## src/rtl/i2c_master_pkg.sv

```systemverilog
// Purpose: shared constants and types of the i2c master start and baud block
// Assumes: apb register map with 32-bit aligned words
// Notes:   every offset and field position lives here; reset loads all zero in the modules
`default_nettype none
package i2c_master_pkg;
  localparam int          APB_AW      = 8;
  localparam logic [7:0]  OFS_CTRL2   = 8'h00;
  localparam logic [7:0]  OFS_STATUS  = 8'h04;
  localparam logic [7:0]  OFS_RELOAD  = 8'h08;
  localparam logic [7:0]  OFS_SHIFT   = 8'h0C;
  localparam logic [7:0]  OFS_FLAGS   = 8'h10;
  localparam logic [7:0]  OFS_ENABLE  = 8'h14;
  // serial_ctrl_two fields
  localparam int          C2_SEN      = 0;
  localparam int          C2_REPEATED_START_ENABLE     = 1;
  localparam int          C2_PEN      = 2;
  localparam int          C2_RCEN     = 3;
  localparam int          C2_ACKEN    = 4;
  localparam int          C2_ACKDT    = 5;
  localparam int          C2_ACKSTAT  = 6;
  localparam int          C2_LOCK_W   = 5;
  // port_status_reg fields
  localparam int          ST_BF       = 0;
  localparam int          ST_START    = 3;
  localparam int          ST_STOP     = 4;
  // flag register fields, write one to clear
  localparam int          FL_IRQ      = 0;
  localparam int          FL_BCL      = 1;
  localparam int          FL_WRITE_COLLIDE_FLAG     = 2;
  localparam int          RELOAD_W    = 7;
  localparam int          QCNT_W      = 8;
  localparam int          QDIV_DEF    = 4;
  localparam logic [3:0]  LAST_DATA   = 4'd7;
  localparam logic [3:0]  ACK_SLOT    = 4'd8;

  typedef enum logic [4:0] {
    S_IDLE, S_ST_WAIT, S_ST_HOLD, S_RS_LOW, S_RS_SDA, S_RS_REL, S_RS_HIGH,
    S_RS_SDA_LOW, S_BIT_LOW, S_BIT_REL, S_BIT_HIGH, S_SP_LOW, S_SP_CNT1,
    S_SP_REL, S_SP_CNT2, S_SP_WAIT, S_SP_CNT3
  } fsm_t;

  typedef enum logic [1:0] {M_TX, M_RX, M_ACK} bitmode_t;

  typedef struct packed {
    logic sda;
    logic scl;
  } lines_t;

  typedef struct packed {
    logic                run;
    logic [RELOAD_W-1:0] count;
    logic                done;
  } bg_state_t;

  typedef struct packed {
    fsm_t                fsm;
    bitmode_t            mode;
    lines_t              s1;
    lines_t              s2;
    lines_t              prev;
    lines_t              oe;
    logic [6:0]          ctrl2;
    logic [RELOAD_W-1:0] reload;
    logic [RELOAD_W-1:0] bg_val;
    logic                bg_load;
    logic [7:0]          shreg;
    logic [7:0]          rxbuf;
    logic                bf;
    logic                start_seen;
    logic                stop_seen;
    logic                irq;
    logic                bcl;
    logic                write_collide_flag;
    logic                en;
    logic [3:0]          bitcnt;
    logic [QCNT_W-1:0]   qcnt;
    logic [1:0]          phase;
    logic                dec;
    logic                pready;
    logic                pslverr;
    logic [31:0]         prdata;
  } state_t;
endpackage : i2c_master_pkg
`default_nettype wire

```

## src/rtl/i2c_master_start.sv

```systemverilog
// Purpose: i2c master sequencer with start, repeated start, stop and baud timing
// Assumes: lines are open drain, oe high pulls the line low; pins are asynchronous
// Notes:   registers on apb, zero wait state, unmapped offsets answer pslverr
`default_nettype none
module i2c_master_start #(
  parameter int QDIV = i2c_master_pkg::QDIV_DEF
) (
  input  wire logic                              ref_clk,
  input  wire logic                              rst,
  input  wire logic                              psel,
  input  wire logic                              penable,
  input  wire logic                              pwrite,
  input  wire logic [i2c_master_pkg::APB_AW-1:0] paddr,
  input  wire logic [31:0]                       pwdata,
  output logic                                   pready,
  output logic                                   pslverr,
  output logic [31:0]                            prdata,
  input  wire i2c_master_pkg::lines_t            line_in,
  output i2c_master_pkg::lines_t                 line_oe
);
  i2c_master_pkg::state_t r;
  i2c_master_pkg::state_t n;
  logic                   bg_done;
  logic                   setup;
  logic                   acc;
  logic                   wr;

  localparam logic [i2c_master_pkg::QCNT_W-1:0] QCNT_LAST = i2c_master_pkg::QCNT_W'(QDIV - 1);

  assign setup = psel && !penable;
  assign acc   = psel && penable && r.pready;
  assign wr    = acc && pwrite;

  baud_gen u_bg (
    .ref_clk (ref_clk),
    .rst     (rst),
    .dec     (r.dec),
    .load    (r.bg_load),
    .reload  (r.bg_val),
    .done    (bg_done)
  );

  always_comb begin
    n         = r;
    n.s1      = line_in;
    n.s2      = r.s1;
    n.prev    = r.s2;
    n.bg_load = 1'b0;
    n.bg_val  = r.reload;
    n.dec     = 1'b0;
    // four quarter phases per instruction cycle
    if (r.qcnt == QCNT_LAST) begin
      n.qcnt  = '0;
      n.phase = r.phase + 2'd1;
      n.dec   = !r.phase[0];
    end else begin
      n.qcnt = r.qcnt + 8'h01;
    end
    // line watcher
    if (r.prev.sda && !r.s2.sda && r.s2.scl) begin
      n.start_seen = 1'b1;
      n.stop_seen  = 1'b0;
    end
    if (!r.prev.sda && r.s2.sda && r.s2.scl) begin
      n.stop_seen  = 1'b1;
      n.start_seen = 1'b0;
    end
    // apb: read data prepared in setup, write lands in access
    n.pready = setup;
    if (setup) begin
      n.pslverr = 1'b0;
      n.prdata  = '0;
      case (paddr)
        i2c_master_pkg::OFS_CTRL2:  n.prdata[6:0] = r.ctrl2;
        i2c_master_pkg::OFS_STATUS: begin
          n.prdata[i2c_master_pkg::ST_BF]    = r.bf;
          n.prdata[i2c_master_pkg::ST_START] = r.start_seen;
          n.prdata[i2c_master_pkg::ST_STOP]  = r.stop_seen;
        end
        i2c_master_pkg::OFS_RELOAD: n.prdata[6:0] = r.reload;
        i2c_master_pkg::OFS_SHIFT:  n.prdata[7:0] = r.rxbuf;
        i2c_master_pkg::OFS_FLAGS: begin
          n.prdata[i2c_master_pkg::FL_IRQ]  = r.irq;
          n.prdata[i2c_master_pkg::FL_BCL]  = r.bcl;
          n.prdata[i2c_master_pkg::FL_WRITE_COLLIDE_FLAG] = r.write_collide_flag;
        end
        i2c_master_pkg::OFS_ENABLE: n.prdata[0] = r.en;
        default:                    n.pslverr = 1'b1;
      endcase
    end
    if (acc && !pwrite && paddr == i2c_master_pkg::OFS_SHIFT && r.mode == i2c_master_pkg::M_RX) begin
      n.bf = 1'b0;
    end
    if (wr) begin
      case (paddr)
        i2c_master_pkg::OFS_CTRL2: begin
          n.ctrl2[i2c_master_pkg::C2_ACKDT] = pwdata[i2c_master_pkg::C2_ACKDT];
          // no queueing: sequence bits only take while idle and nothing pending
          if (r.fsm == i2c_master_pkg::S_IDLE && r.ctrl2[4:0] == 5'h00) begin
            n.ctrl2[4:0] = pwdata[4:0];
          end
        end
        i2c_master_pkg::OFS_RELOAD: n.reload = pwdata[6:0];
        i2c_master_pkg::OFS_SHIFT: begin
          if (r.fsm != i2c_master_pkg::S_IDLE || r.ctrl2[4:0] != 5'h00) begin
            n.write_collide_flag = 1'b1;
          end else if (r.en) begin
            n.shreg   = pwdata[7:0];
            n.bf      = 1'b1;
            n.mode    = i2c_master_pkg::M_TX;
            n.bitcnt  = '0;
            n.oe.scl  = 1'b1;
            n.bg_load = 1'b1;
            n.fsm     = i2c_master_pkg::S_BIT_LOW;
          end
        end
        i2c_master_pkg::OFS_FLAGS: begin
          n.irq  = r.irq && !pwdata[i2c_master_pkg::FL_IRQ];
          n.bcl  = r.bcl && !pwdata[i2c_master_pkg::FL_BCL];
          n.write_collide_flag = r.write_collide_flag && !pwdata[i2c_master_pkg::FL_WRITE_COLLIDE_FLAG];
        end
        i2c_master_pkg::OFS_ENABLE: n.en = pwdata[0];
        default: ;
      endcase
    end
    // sequencer; its flag sets come after the clears so a set wins
    case (r.fsm)
      i2c_master_pkg::S_IDLE: begin
        // idle keeps oe as left by the last operation
        if (r.en && r.ctrl2[i2c_master_pkg::C2_SEN]) begin
          // clock already low: someone else owns the bus, waiting would hang
          if (!r.s2.scl) begin
            n.bcl                           = 1'b1;
            n.ctrl2[i2c_master_pkg::C2_SEN] = 1'b0;
          end else if (r.s2.sda && r.s2.scl) begin
            n.bg_load = 1'b1;
            n.fsm     = i2c_master_pkg::S_ST_WAIT;
          end
        end else if (r.en && r.ctrl2[i2c_master_pkg::C2_REPEATED_START_ENABLE]) begin
          n.oe.scl = 1'b1;
          n.fsm    = i2c_master_pkg::S_RS_LOW;
        end else if (r.en && r.ctrl2[i2c_master_pkg::C2_PEN]) begin
          n.oe.sda = 1'b1;
          n.fsm    = i2c_master_pkg::S_SP_LOW;
        end else if (r.en && r.ctrl2[i2c_master_pkg::C2_RCEN]) begin
          n.mode    = i2c_master_pkg::M_RX;
          n.bitcnt  = '0;
          n.oe      = 2'b01;
          n.bg_load = 1'b1;
          n.fsm     = i2c_master_pkg::S_BIT_LOW;
        end else if (r.en && r.ctrl2[i2c_master_pkg::C2_ACKEN]) begin
          n.mode    = i2c_master_pkg::M_ACK;
          n.oe.scl  = 1'b1;
          n.oe.sda  = !r.ctrl2[i2c_master_pkg::C2_ACKDT];
          n.bg_load = 1'b1;
          n.fsm     = i2c_master_pkg::S_BIT_LOW;
        end
      end
      i2c_master_pkg::S_ST_WAIT: begin
        if (!r.s2.scl || (bg_done && !r.s2.sda)) begin
          n.bcl                           = 1'b1;
          n.ctrl2[i2c_master_pkg::C2_SEN] = 1'b0;
          n.oe                            = 2'b00;
          n.fsm                           = i2c_master_pkg::S_IDLE;
        end else if (bg_done) begin
          n.oe.sda  = 1'b1;
          n.bg_load = 1'b1;
          n.fsm     = i2c_master_pkg::S_ST_HOLD;
        end
      end
      i2c_master_pkg::S_ST_HOLD: begin
        if (bg_done) begin
          n.ctrl2[i2c_master_pkg::C2_SEN] = 1'b0;
          n.irq                           = 1'b1;
          n.fsm                           = i2c_master_pkg::S_IDLE;
        end
      end
      i2c_master_pkg::S_RS_LOW: begin
        if (!r.s2.scl) begin
          n.oe.sda  = 1'b0;
          n.bg_val  = {1'b0, r.reload[5:0]};
          n.bg_load = 1'b1;
          n.fsm     = i2c_master_pkg::S_RS_SDA;
        end
      end
      i2c_master_pkg::S_RS_SDA: begin
        if (bg_done) begin
          if (r.s2.sda) begin
            n.oe.scl = 1'b0;
            n.fsm    = i2c_master_pkg::S_RS_REL;
          end else begin
            n.bcl                            = 1'b1;
            n.ctrl2[i2c_master_pkg::C2_REPEATED_START_ENABLE] = 1'b0;
            n.oe                             = 2'b00;
            n.fsm                            = i2c_master_pkg::S_IDLE;
          end
        end
      end
      i2c_master_pkg::S_RS_REL: begin
        if (r.s2.scl && !r.s2.sda) begin
          n.bcl                            = 1'b1;
          n.ctrl2[i2c_master_pkg::C2_REPEATED_START_ENABLE] = 1'b0;
          n.oe                             = 2'b00;
          n.fsm                            = i2c_master_pkg::S_IDLE;
        end else if (r.s2.scl) begin
          n.bg_load = 1'b1;
          n.fsm     = i2c_master_pkg::S_RS_HIGH;
        end
      end
      i2c_master_pkg::S_RS_HIGH: begin
        if (!r.s2.scl) begin
          n.bcl                            = 1'b1;
          n.ctrl2[i2c_master_pkg::C2_REPEATED_START_ENABLE] = 1'b0;
          n.oe                             = 2'b00;
          n.fsm                            = i2c_master_pkg::S_IDLE;
        end else if (bg_done) begin
          n.oe.sda  = 1'b1;
          n.bg_load = 1'b1;
          n.fsm     = i2c_master_pkg::S_RS_SDA_LOW;
        end
      end
      i2c_master_pkg::S_RS_SDA_LOW: begin
        // no reload here: the counter stays suspended with data held low
        if (bg_done) begin
          n.ctrl2[i2c_master_pkg::C2_REPEATED_START_ENABLE] = 1'b0;
          n.irq                            = 1'b1;
          n.fsm                            = i2c_master_pkg::S_IDLE;
        end
      end
      i2c_master_pkg::S_BIT_LOW: begin
        // data moves only once the clock is seen low, so no false start or stop;
        // a reload so small that the rollover ends first would send stale data
        if (r.mode == i2c_master_pkg::M_TX && !r.s2.scl) begin
          n.oe.sda = (r.bitcnt != i2c_master_pkg::ACK_SLOT) && !r.shreg[7];
        end
        if (bg_done) begin
          n.oe.scl = 1'b0;
          n.fsm    = i2c_master_pkg::S_BIT_REL;
        end
      end
      i2c_master_pkg::S_BIT_REL: begin
        // a slave stretching the clock keeps us here with no reload
        if (r.s2.scl) begin
          n.bg_load = 1'b1;
          n.fsm     = i2c_master_pkg::S_BIT_HIGH;
        end
      end
      i2c_master_pkg::S_BIT_HIGH: begin
        if (bg_done) begin
          n.oe.scl = 1'b1;
          n.fsm    = i2c_master_pkg::S_BIT_LOW;
          case (r.mode)
            i2c_master_pkg::M_TX: begin
              if (r.bitcnt == i2c_master_pkg::ACK_SLOT) begin
                n.ctrl2[i2c_master_pkg::C2_ACKSTAT] = r.s2.sda;
                n.irq                               = 1'b1;
                n.oe.sda                            = 1'b0;
                n.fsm                               = i2c_master_pkg::S_IDLE;
              end else begin
                n.bitcnt  = r.bitcnt + 4'd1;
                n.shreg   = {r.shreg[6:0], 1'b0};
                n.bf      = r.bf && (r.bitcnt != i2c_master_pkg::LAST_DATA);
                n.bg_load = 1'b1;
              end
            end
            i2c_master_pkg::M_RX: begin
              n.shreg = {r.shreg[6:0], r.s2.sda};
              if (r.bitcnt == i2c_master_pkg::LAST_DATA) begin
                n.rxbuf                          = {r.shreg[6:0], r.s2.sda};
                n.bf                             = 1'b1;
                n.irq                            = 1'b1;
                n.ctrl2[i2c_master_pkg::C2_RCEN] = 1'b0;
                n.fsm                            = i2c_master_pkg::S_IDLE;
              end else begin
                n.bitcnt  = r.bitcnt + 4'd1;
                n.bg_load = 1'b1;
              end
            end
            default: begin
              n.ctrl2[i2c_master_pkg::C2_ACKEN] = 1'b0;
              n.oe.sda                          = 1'b0;
              n.irq                             = 1'b1;
              n.fsm                             = i2c_master_pkg::S_IDLE;
            end
          endcase
        end
      end
      i2c_master_pkg::S_SP_LOW: begin
        if (!r.s2.sda) begin
          n.bg_load = 1'b1;
          n.fsm     = i2c_master_pkg::S_SP_CNT1;
        end
      end
      i2c_master_pkg::S_SP_CNT1: begin
        if (bg_done) begin
          n.oe.scl = 1'b0;
          n.fsm    = i2c_master_pkg::S_SP_REL;
        end
      end
      i2c_master_pkg::S_SP_REL: begin
        if (r.s2.scl) begin
          n.bg_load = 1'b1;
          n.fsm     = i2c_master_pkg::S_SP_CNT2;
        end
      end
      i2c_master_pkg::S_SP_CNT2: begin
        if (bg_done) begin
          n.oe.sda = 1'b0;
          n.fsm    = i2c_master_pkg::S_SP_WAIT;
        end
      end
      i2c_master_pkg::S_SP_WAIT: begin
        if (r.s2.sda && r.s2.scl) begin
          n.bg_load = 1'b1;
          n.fsm     = i2c_master_pkg::S_SP_CNT3;
        end
      end
      i2c_master_pkg::S_SP_CNT3: begin
        if (bg_done) begin
          n.ctrl2[i2c_master_pkg::C2_PEN] = 1'b0;
          n.irq                           = 1'b1;
          n.fsm                           = i2c_master_pkg::S_IDLE;
        end
      end
      default: n.fsm = i2c_master_pkg::S_IDLE;
    endcase
    if (!r.en) begin
      n.fsm        = i2c_master_pkg::S_IDLE;
      n.oe         = 2'b00;
      n.ctrl2[4:0] = 5'h00;
      n.start_seen = 1'b0;
      n.stop_seen  = 1'b0;
    end
  end

  always_ff @(posedge ref_clk) begin
    if (rst) begin
      r <= '0;
    end else begin
      r <= n;
    end
  end

  assign pready  = r.pready;
  assign pslverr = r.pslverr;
  assign prdata  = r.prdata;
  assign line_oe = r.oe;
endmodule : i2c_master_start
`default_nettype wire

```

## src/rtl/baud_gen.sv

```systemverilog
// Purpose: 7-bit down counter that times one rollover_period
// Assumes: dec is a one-cycle enable at quarter_phase_two and quarter_phase_four
// Notes:   stops at zero until the next load, done is a one-cycle pulse
`default_nettype none
module baud_gen (
  input  wire logic                                ref_clk,
  input  wire logic                                rst,
  input  wire logic                                dec,
  input  wire logic                                load,
  input  wire logic [i2c_master_pkg::RELOAD_W-1:0] reload,
  output logic                                     done
);
  i2c_master_pkg::bg_state_t r;
  i2c_master_pkg::bg_state_t n;

  always_comb begin
    n      = r;
    n.done = 1'b0;
    if (load) begin
      n.count = reload;
      n.run   = 1'b1;
    end else if (r.run && dec) begin
      if (r.count == '0) begin
        // one rollover is reload+1 decrements
        n.run  = 1'b0;
        n.done = 1'b1;
      end else begin
        n.count = r.count - 7'h01;
      end
    end
  end

  always_ff @(posedge ref_clk) begin
    if (rst) begin
      r <= '0;
    end else begin
      r <= n;
    end
  end

  assign done = r.done;
endmodule : baud_gen
`default_nettype wire

```

## config.mk

```make
export PLATFORM = sky130hd
export DESIGN_NAME = i2c_master_start
export DESIGN_NICKNAME = d
export VERILOG_FILES = /design/src/rtl/i2c_master_pkg.sv /design/src/rtl/i2c_master_start.sv /design/src/rtl/baud_gen.sv
export SDC_FILE = /design/constraint.sdc
export NUM_CORES = 1
export LEC_CHECK = 0
export ABC_AREA = 1
export BUFFER_PORTS_ARGS = -buffer_cell sky130_fd_sc_hd__buf_2
export CAP_MARGIN = 0
export CORE_UTILIZATION = 39
export DETAILED_ROUTE_END_ITERATION = 10
export PLACE_DENSITY_LB_ADDON = 0.08
export SLEW_MARGIN = 10
export SYNTH_ARGS = -nofsm -noshare
export SYNTH_HDL_FRONTEND = slang
export SYNTH_SLANG_ARGS = --single-unit
```

## constraint.sdc

```tcl
create_clock -name ref_clk -period 2.4 [get_ports ref_clk]
set_input_delay 0.36 -clock ref_clk [delete_from_list [all_inputs] [get_ports ref_clk]]
set_output_delay 0.36 -clock ref_clk [all_outputs]
set_load 0.01 [all_outputs]
```

# Yosys cells after proc, flatten, opt, wreduce, memory -nomap -nowiden

Cells that the tools add are included.

Logic and storage cells: 319
Output and inout bits: 36
Bits in registers: 93
Bits of input ports: 47

Bitwise operators: 3
Reductions and logical operators: 71
Equality and inequality tests: 41
Add/sub/neg operators: 4
Muxes and demuxes: 166

Operators by type and width:

| operator                                            | number |
|---|---|
| two-way mux 5 bit                                   | 24 |
| one-hot mux 5 bit (15 select lines)                 | 1 |
| two-way mux 1 bit                                   | 73 |
| two-way mux 7 bit                                   | 9 |
| two-way mux 9 bit                                   | 7 |
| two-way mux 4 bit                                   | 12 |
| equality test 5 x 4 -> 1 bit, second input constant | 8 |
| two-way mux 8 bit                                   | 4 |
| logical AND 1 bit                                   | 27 |
| two-way mux 2 bit                                   | 12 |
| equality test 5 x 3 -> 1 bit, second input constant | 4 |
| two-way mux 18 bit                                  | 1 |
| one-hot mux 1 bit (9 select lines)                  | 2 |
| one-hot mux 9 bit (2 select lines)                  | 1 |
| two-way mux 17 bit                                  | 1 |
| equality test 8 x 4 -> 1 bit, second input constant | 2 |
| equality test 8 x 5 -> 1 bit, second input constant | 2 |
| != test 2 bit, second input constant                | 8 |
| one-hot mux 2 bit (4 select lines)                  | 2 |
| one-hot mux 4 bit (2 select lines)                  | 2 |
| AND reduction 13 bit                                | 1 |
| two-way mux 12 bit                                  | 1 |
| OR reduction 2 bit                                  | 6 |
| logical NOT 1 bit                                   | 11 |
| 40 further kinds                                    | 64 |

# Longest topological paths before layout

Gate-level depths: netlist (run 1).

Word-level depth: 14
Gate-level depth with buffers: 12
Mapped depth without buffers: 12

# By module

From an unflattened synthesis (run 1), not the netlist that was laid out.

Cells, all modules: 827
Area total of the unflattened synthesis: 5449.0 um^2

By module, submodules not included:

| module           | area an instance (um^2) | seq. area each (um^2) | cells each | instances |
|---|---|---|---|---|
| i2c_master_start | 4840.9                  | 1661.6                | 733        | 1 |
| baud_gen         | 608.1                   | 180.2                 | 94         | 1 |

# Worst setup path before layout (run 1)

No wires, ideal clock.

Path type: register to register
From: register r[104] in the netlist's numbering
To: register r[65] in the netlist's numbering
Stages on the path, launching flop included: 8
Arrival time: 1434 ps
Slack: 839 ps
Clock period less this slack: 1561 ps
Required time: 2273 ps
Cell sequence: dfxtp_1 nor2_2 nand3_4 nor2_4 nand3_4 buf_6 o21ai_0 o22ai_2

Word-level cells in the longest chain between the ends: 9

RTL lines:

| what                               | line                    | RTL |
|---|---|---|
| start, declared                    | i2c_master_start.sv:21  | `i2c_master_pkg::state_t r;` |
| start signal, assigned             | i2c_master_start.sv:340 | `r <= n;` |
| nonzero test 5 bit                 | i2c_master_start.sv:105 | `if (r.fsm != i2c_master_pkg::S_IDLE \|\| r.ctrl2[4:0] != 5'h00) begin` |
| logical OR 1 bit                   | i2c_master_start.sv:105 |  |
| two-way mux 9 bit                  | i2c_master_start.sv:105 |  |
| two-way mux 9 bit                  | i2c_master_start.sv:95  | `case (paddr)` |
| two-way mux 9 bit                  | i2c_master_start.sv:94  | `if (wr) begin` |
| two-way mux 9 bit                  | i2c_master_start.sv:254 | `if (r.bitcnt == i2c_master_pkg::ACK_SLOT) begin` |
| one-hot mux 9 bit (2 select lines) | i2c_master_start.sv:252 | `case (r.mode)` |
| two-way mux 18 bit                 | i2c_master_start.sv:249 | `if (bg_done) begin` |
| two-way mux 17 bit *               | i2c_master_start.sv:127 | `case (r.fsm)` |

Every way passes the cells marked *; elsewhere a longest branch is shown, timed or not.
A chain may end at the register's enable or synchronous reset.

# Final worst setup path (run 1)

From: register r[107] in the netlist's numbering
To: register r[71] in the netlist's numbering

Same word-level chain as after synthesis.

==> metrics.txt, run 1 <==
Die Y-Extent=119 um; Synth Area in Adders=0.0118; setup TNS=0 ps; DR vias=5093; Crit path largest cell delay=420 ps; Final Wtd Congestion=0.936; Post-CTS Hold Fix Bufs=0; Max Slew Vio Count=0; delay-heaviest family, CP=simple AND/OR/NAND/NOR gates; setup ws final=473 ps; Comb power frac=0.043; maximum vdd ir drop=0.000298 V; Seq/Total Area, Yosys=0.347; top achievable clock speed=0.519 GHz; post-synthesis simple-gate area fraction=0.339; Initial DRC Count=401; DR pass1 iterations=5; fin crit share=0.803; Ys Warns=0; drt via density=5.05; kind of start point of the critical path=register; number of library cell types mapped by synthesis=43; # resized after CTS=0; starting density of the core=0.401; critical path class=reg2reg; die area=14100 um^2; skew final=6.17 ps; Final min period=1930 ps; slowest library cell on the worst path=dfxtp_1; WP buf/inv=0; Worst EP required=2640 ps; row count=42; fraction of registers with async set/reset=0; Synth area leader=dfxtp_1; main area contributors after synthesis=dfxtp_1, nand2_1, nor2_1; worst-path cell chain=nor2_4 -> nand3_4 -> nor2_4 -> nand3_4 -> o21ai_0 -> o22ai_2; root buffer cell=clkbuf_16; Main synth FF type=dfxtp_1; Slew headroom=0.445; CTS Sinks=92; DPL Wire Length=12.2 mm; TritonCTS buffer count=9; Netlist Area Pre-Place=5310 um^2; setup violators final=0; Post-synth EDFFs=0; compound-gate portion of the synthesized area=0.161; max_cap viols=0; dpl ws=429 ps; Net Sw Power=749 uW; P&R area growth vs syn=9.50%; top-count cell post-synth=nand2_1; # DRC=0; Seq pwr share=0.494; Clock power frac=0.463; leak pwr=2.61 nW; Final Hold Fails=0; core area=13200 um^2; layout cells sized above 1=0.120; CTS tree=built; total power draw=3.14 mW; Switching Fraction=0.239; RSZ-0062 raised after global routing=false; die width=119 um; Hold Crit Class=in2reg; outcome=complete, no violations; pwr/cell area=541 nW/um^2; Total GRT Usage=0.233; WL final=15.6 mm; Post-Syn Area per Cell=6.64 um^2; clock slew at reported path FFs=70 ps; largest net degree at the start of global routing=34; Synth top area share=0.347; Setup Buffers After CTS=0; worst slew pin tran=832 ps; CTS H-Tree Depth=3; clk_lat worst skew=360 ps; PortBufs=34; number of diodes=0; Internal Dissipation=2.39 mW; wire per inst=15.5 um; combinational family with the most area after synthesis=simple AND/OR/NAND/NOR gates; nets=879; mux cell area share after synthesis=0; number of global-route vias before repair=4713; Routed Antenna Nets=0; total grt overflow=0; critical path data arrival time=2160 ps; I/O pin total=83; initial antenna violation count=0; Post-Synth XOR/XNOR Area=0.00330; first-pass GRT wire length=25.1 mm; Post-Syn Instances=799; register bit total from synthesis=92; Crit Path Max Fanout=31; Critical Path End Type=register; Post-synth top cells=nand2_1, nor2_1, dfxtp_1; clk buf depth=2
## through the flow
stage / hold WS [ps] / instance area (um^2) / util / instances
floorplan: 388 / 5390 / - / 822
global placement: 391 / 5520 / 0.417 / 992
detailed placement: 397 / 5520 / 0.417 / 992
CTS: 237 / 5810 / 0.439 / 1008
global route: 242 / 5810 / 0.439 / 1008
finish: 234 / 5810 / 0.439 / 1008
## tightest hold or removal path: cells and delay by family
kind / cells / cell delay, ps
buf+inv: 2 / 160
simple gates: 1 / 30
## flip-flops by register name, summed over array words and instances, names as in the netlist
register,cells
prdata,8
u_bg.done,1
u_bg.r,8
line_oe,2
r,67
n,4
pready,1
pslverr,1
## layer usage
layer,wire length (um),global-route usage
met4,436,0.0941
met1,7300,0.298
met3,633,0.0516
met5,0,0
met2,7280,0.378
## final timing paths
kind | from | endpoint | slack [ps] | cells after the start
setup reg to reg | r[107] | r[71] | 470 | 6
hold / removal | line_in[1] | n[99] | 230 | 3
hold reg to reg | n[99] | n[97] | 410 | 2
setup / recovery | r[107] | r[71] | 470 | 6
## layout by cell type (no fill, tap or decap), drive strengths merged, types with 6 or more instances in the layout
cell type / n
nand2: 181
nor2: 118
inv: 96
dfxtp: 92
nand3: 69
o21ai: 67
a21oi: 52
buf: 47
conb: 24
nor3: 21
clkbuf: 11
a211oi: 7
o211ai: 7
nand4: 6
o22ai: 6
## power by group through the flow
stage	sequential [mW]	clock [mW]	combinational [mW]
6_report	1.55	1.45	0.135
5_1_grt	1.55	1.55	0.151
4_1_cts	1.55	1.49	0.136
3_5_place_dp	1.59	0	0.135
3_3_place_gp	1.59	0	0.134
2_1_floorplan	1.58	0	0.111
## cell type report
| class | count | area [um^2] |
|---|---|---|
| Timing Repair Buffer | 47 | 268 |
| Fill cell | 1435 | 7430 |
| Sequential cell | 92 | 1840 |
| Tap cell | 176 | 220 |
| Clock inverter | 5 | 57.6 |
| Inverter | 96 | 367 |
| Multi-Input combinational cell | 581 | 2830 |
| Clock buffer | 11 | 233 |
## kinds of logic (layout without fill, tap and decap cells)
kind of cell | count (synthesis) | count (layout)
other cells | 1 | 24
compound gates | 148 | 148
fa+ha+maj | 5 | 5
buf+inv | 149 | 159
flops | 92 | 92
simple gates | 402 | 402
xor+xnor | 2 | 2
Note: power is estimated with default switching activity, not from simulation.
==> run 2, diff against run 1 <==
==> constraint.sdc (replaced) <==
create_clock -name ref_clk -period 1.8 [get_ports ref_clk]
set_input_delay 0.27 -clock ref_clk [delete_from_list [all_inputs] [get_ports ref_clk]]
set_output_delay 0.27 -clock ref_clk [all_outputs]
set_load 0.01 [all_outputs]
==> metrics.txt, run 2 (synthesized netlist as in run 1, its figures left out) <==
Hold Crit Class=in2reg; starting density of the core=0.401 (unchanged); CTS Sinks=92 (unchanged); Max Slew Vio Count=0 (unchanged); DR pass1 iterations=5 (unchanged); number of global-route vias before repair=5015 (+6.4%); maximum vdd ir drop=0.000365 V (+23%); layout cells sized above 1=0.156 (+0.0358); beginning of the critical path=r[45]; TritonCTS buffer count=9 (unchanged); fin crit share=0.908 (+0.105); clk_lat worst skew=350 ps (about the same); CTS tree=built; Finished Core Util=0.455 (+0.0165); number of diodes=0 (unchanged); wire per inst=15.4 um (-0.60%); RR Startpoint=r[45]; largest net degree at the start of global routing=32 (-5.9%); DR vias=5178 (+1.7%); Total GRT Usage=0.238 (+0.00489); outcome=complete, no violations; P&R area growth vs syn=13.6%; Initial DRC Count=317 (-21%); die area=14100 um^2 (unchanged); critical path class=reg2reg; Final Hold Fails=0 (unchanged); WL final=16.0 mm (+2.1%); Worst EP required=2030 ps (-610 ps); clk buf depth=2 (unchanged); pwr/cell area=677 nW/um^2 (+25%); Critical Path End Type=register; Hold Path Stages=3 (unchanged); drt via density=5.00 (-0.98%); Routed Antenna Nets=0 (unchanged); nets=906 (+3.1%); Setup Buffers After CTS=0 (unchanged); critical path data arrival time=1860 ps (-300 ps); PortBufs=34 (unchanged); Post-CTS Hold Fix Bufs=0 (unchanged); Crit Path Max Fanout=4 (-87%); r2r worst-path depth=10 (+4); commonest cells after routing, fill and taps aside=nand2_1, nor2_1, dfxtp_1, inv_1, nand3_1; clock slew at reported path FFs=60 ps (about the same); die width=119 um (unchanged); CTS H-Tree Depth=3 (unchanged); kind of start point of the critical path=register; dpl ws=60.2 ps (-369 ps); RSZ-0062 raised after global routing=false; setup TNS=0 ps (unchanged); I/O pin total=83 (unchanged); setup violators final=0 (unchanged); worst hold start=line_in[1]; initial antenna violation count=0 (unchanged); leak pwr=2.74 nW (+5.0%); Final Wtd Congestion=0.918 (-1.9%); Final min period=1630 ps (-293 ps); total grt overflow=0 (unchanged); # DRC=0 (unchanged); max_cap viols=0 (unchanged); Die Y-Extent=119 um (unchanged); top achievable clock speed=0.612 GHz (+18%); DPL Wire Length=12.6 mm (+3.3%); first-pass GRT wire length=25.9 mm (+3.0%); setup ws final=166 ps (-307 ps); total power draw=4.08 mW (+30%); root buffer cell=clkbuf_16; most flop-heavy register=r; core area=13200 um^2 (unchanged); row count=42 (unchanged); skew final=7.18 ps (+1.02 ps); leading cell type in the layout, fill and taps excluded=nand2_1; Largest register FFs=67 (unchanged)
[run 2: cell count changes in the layout (fill, tap and decap cells not counted), sizes merged]
cell	delta
clkbuf	+2
bufinv	-1
clkinvlp	+1
inv	-2
buf	+27
[run 2: report_power, final]
group          internal (mW)  switching, mW  leakage, nW
logic                 0.0557          0.131         1.86
clock network           1.01          0.810        0.136
registers               2.05         0.0171        0.744
[run 2: layout make-up]
| class | count | area, um^2 |
|---|---|---|
| fill | 1455 | 7210 |
| multi-input combinational | 581 | 2840 |
| sequential | 92 | 1840 |
| timing repair buffer | 74 | 483 |
| inverter | 96 | 367 |
| clock buffer | 13 | 260 |
| tap | 176 | 220 |
| clock inverter | 3 | 21.3 |
[run 2: worst max-delay path, cell delays in order (launching register included)]
cell	delay [ps]
dfxtp_1	390
inv_1	80
ha_1	230
nand2_1	80
nor2_1	50
nand2_1	160
nand2_1	90
o21ai_0	150
nand2_1	100
a21oi_1	130
nor3_1	60
[run 2: per-stage QoR]
| step | hold slack [ps] | std cells | cell area [um^2] |
|---|---|---|---|
| 6_report | 163 | 1035 | 6030 |
| 5_1_grt | 164 | 1035 | 6030 |
| 4_1_cts | 160 | 1035 | 6020 |
| 3_5_place_dp | 396 | 1019 | 5740 |
| 3_3_place_gp | 394 | 1019 | 5740 |
| 2_1_floorplan | 377 | 822 | 5390 |
[run 2: path summary, 6_finish.rpt]
| check | slack (ps) | endpoint |
|---|---|---|
| worst max-delay path | 170 | r[45] |
| worst min-delay path | 160 | n[99] |
| worst max register to register | 170 | r[45] |
| worst min register to register | 400 | n[97] |
[run 2: what timing repair did]
action,in CTS,in global routing
setup endpoints to repair,0,12
endpoints found under the hold margin,0,0
resized for setup,0,7
[run 2: layer usage]
layer | vias to the layer above | track usage | part of all wire
met5 | - | 0 | 0
met4 | 0 | 0.0965 | 0.023
met3 | 26 | 0.0425 | 0.040
met2 | 122 | 0.383 | 0.46
met1 | 2377 | 0.313 | 0.47
li1 | 2653 | - | -
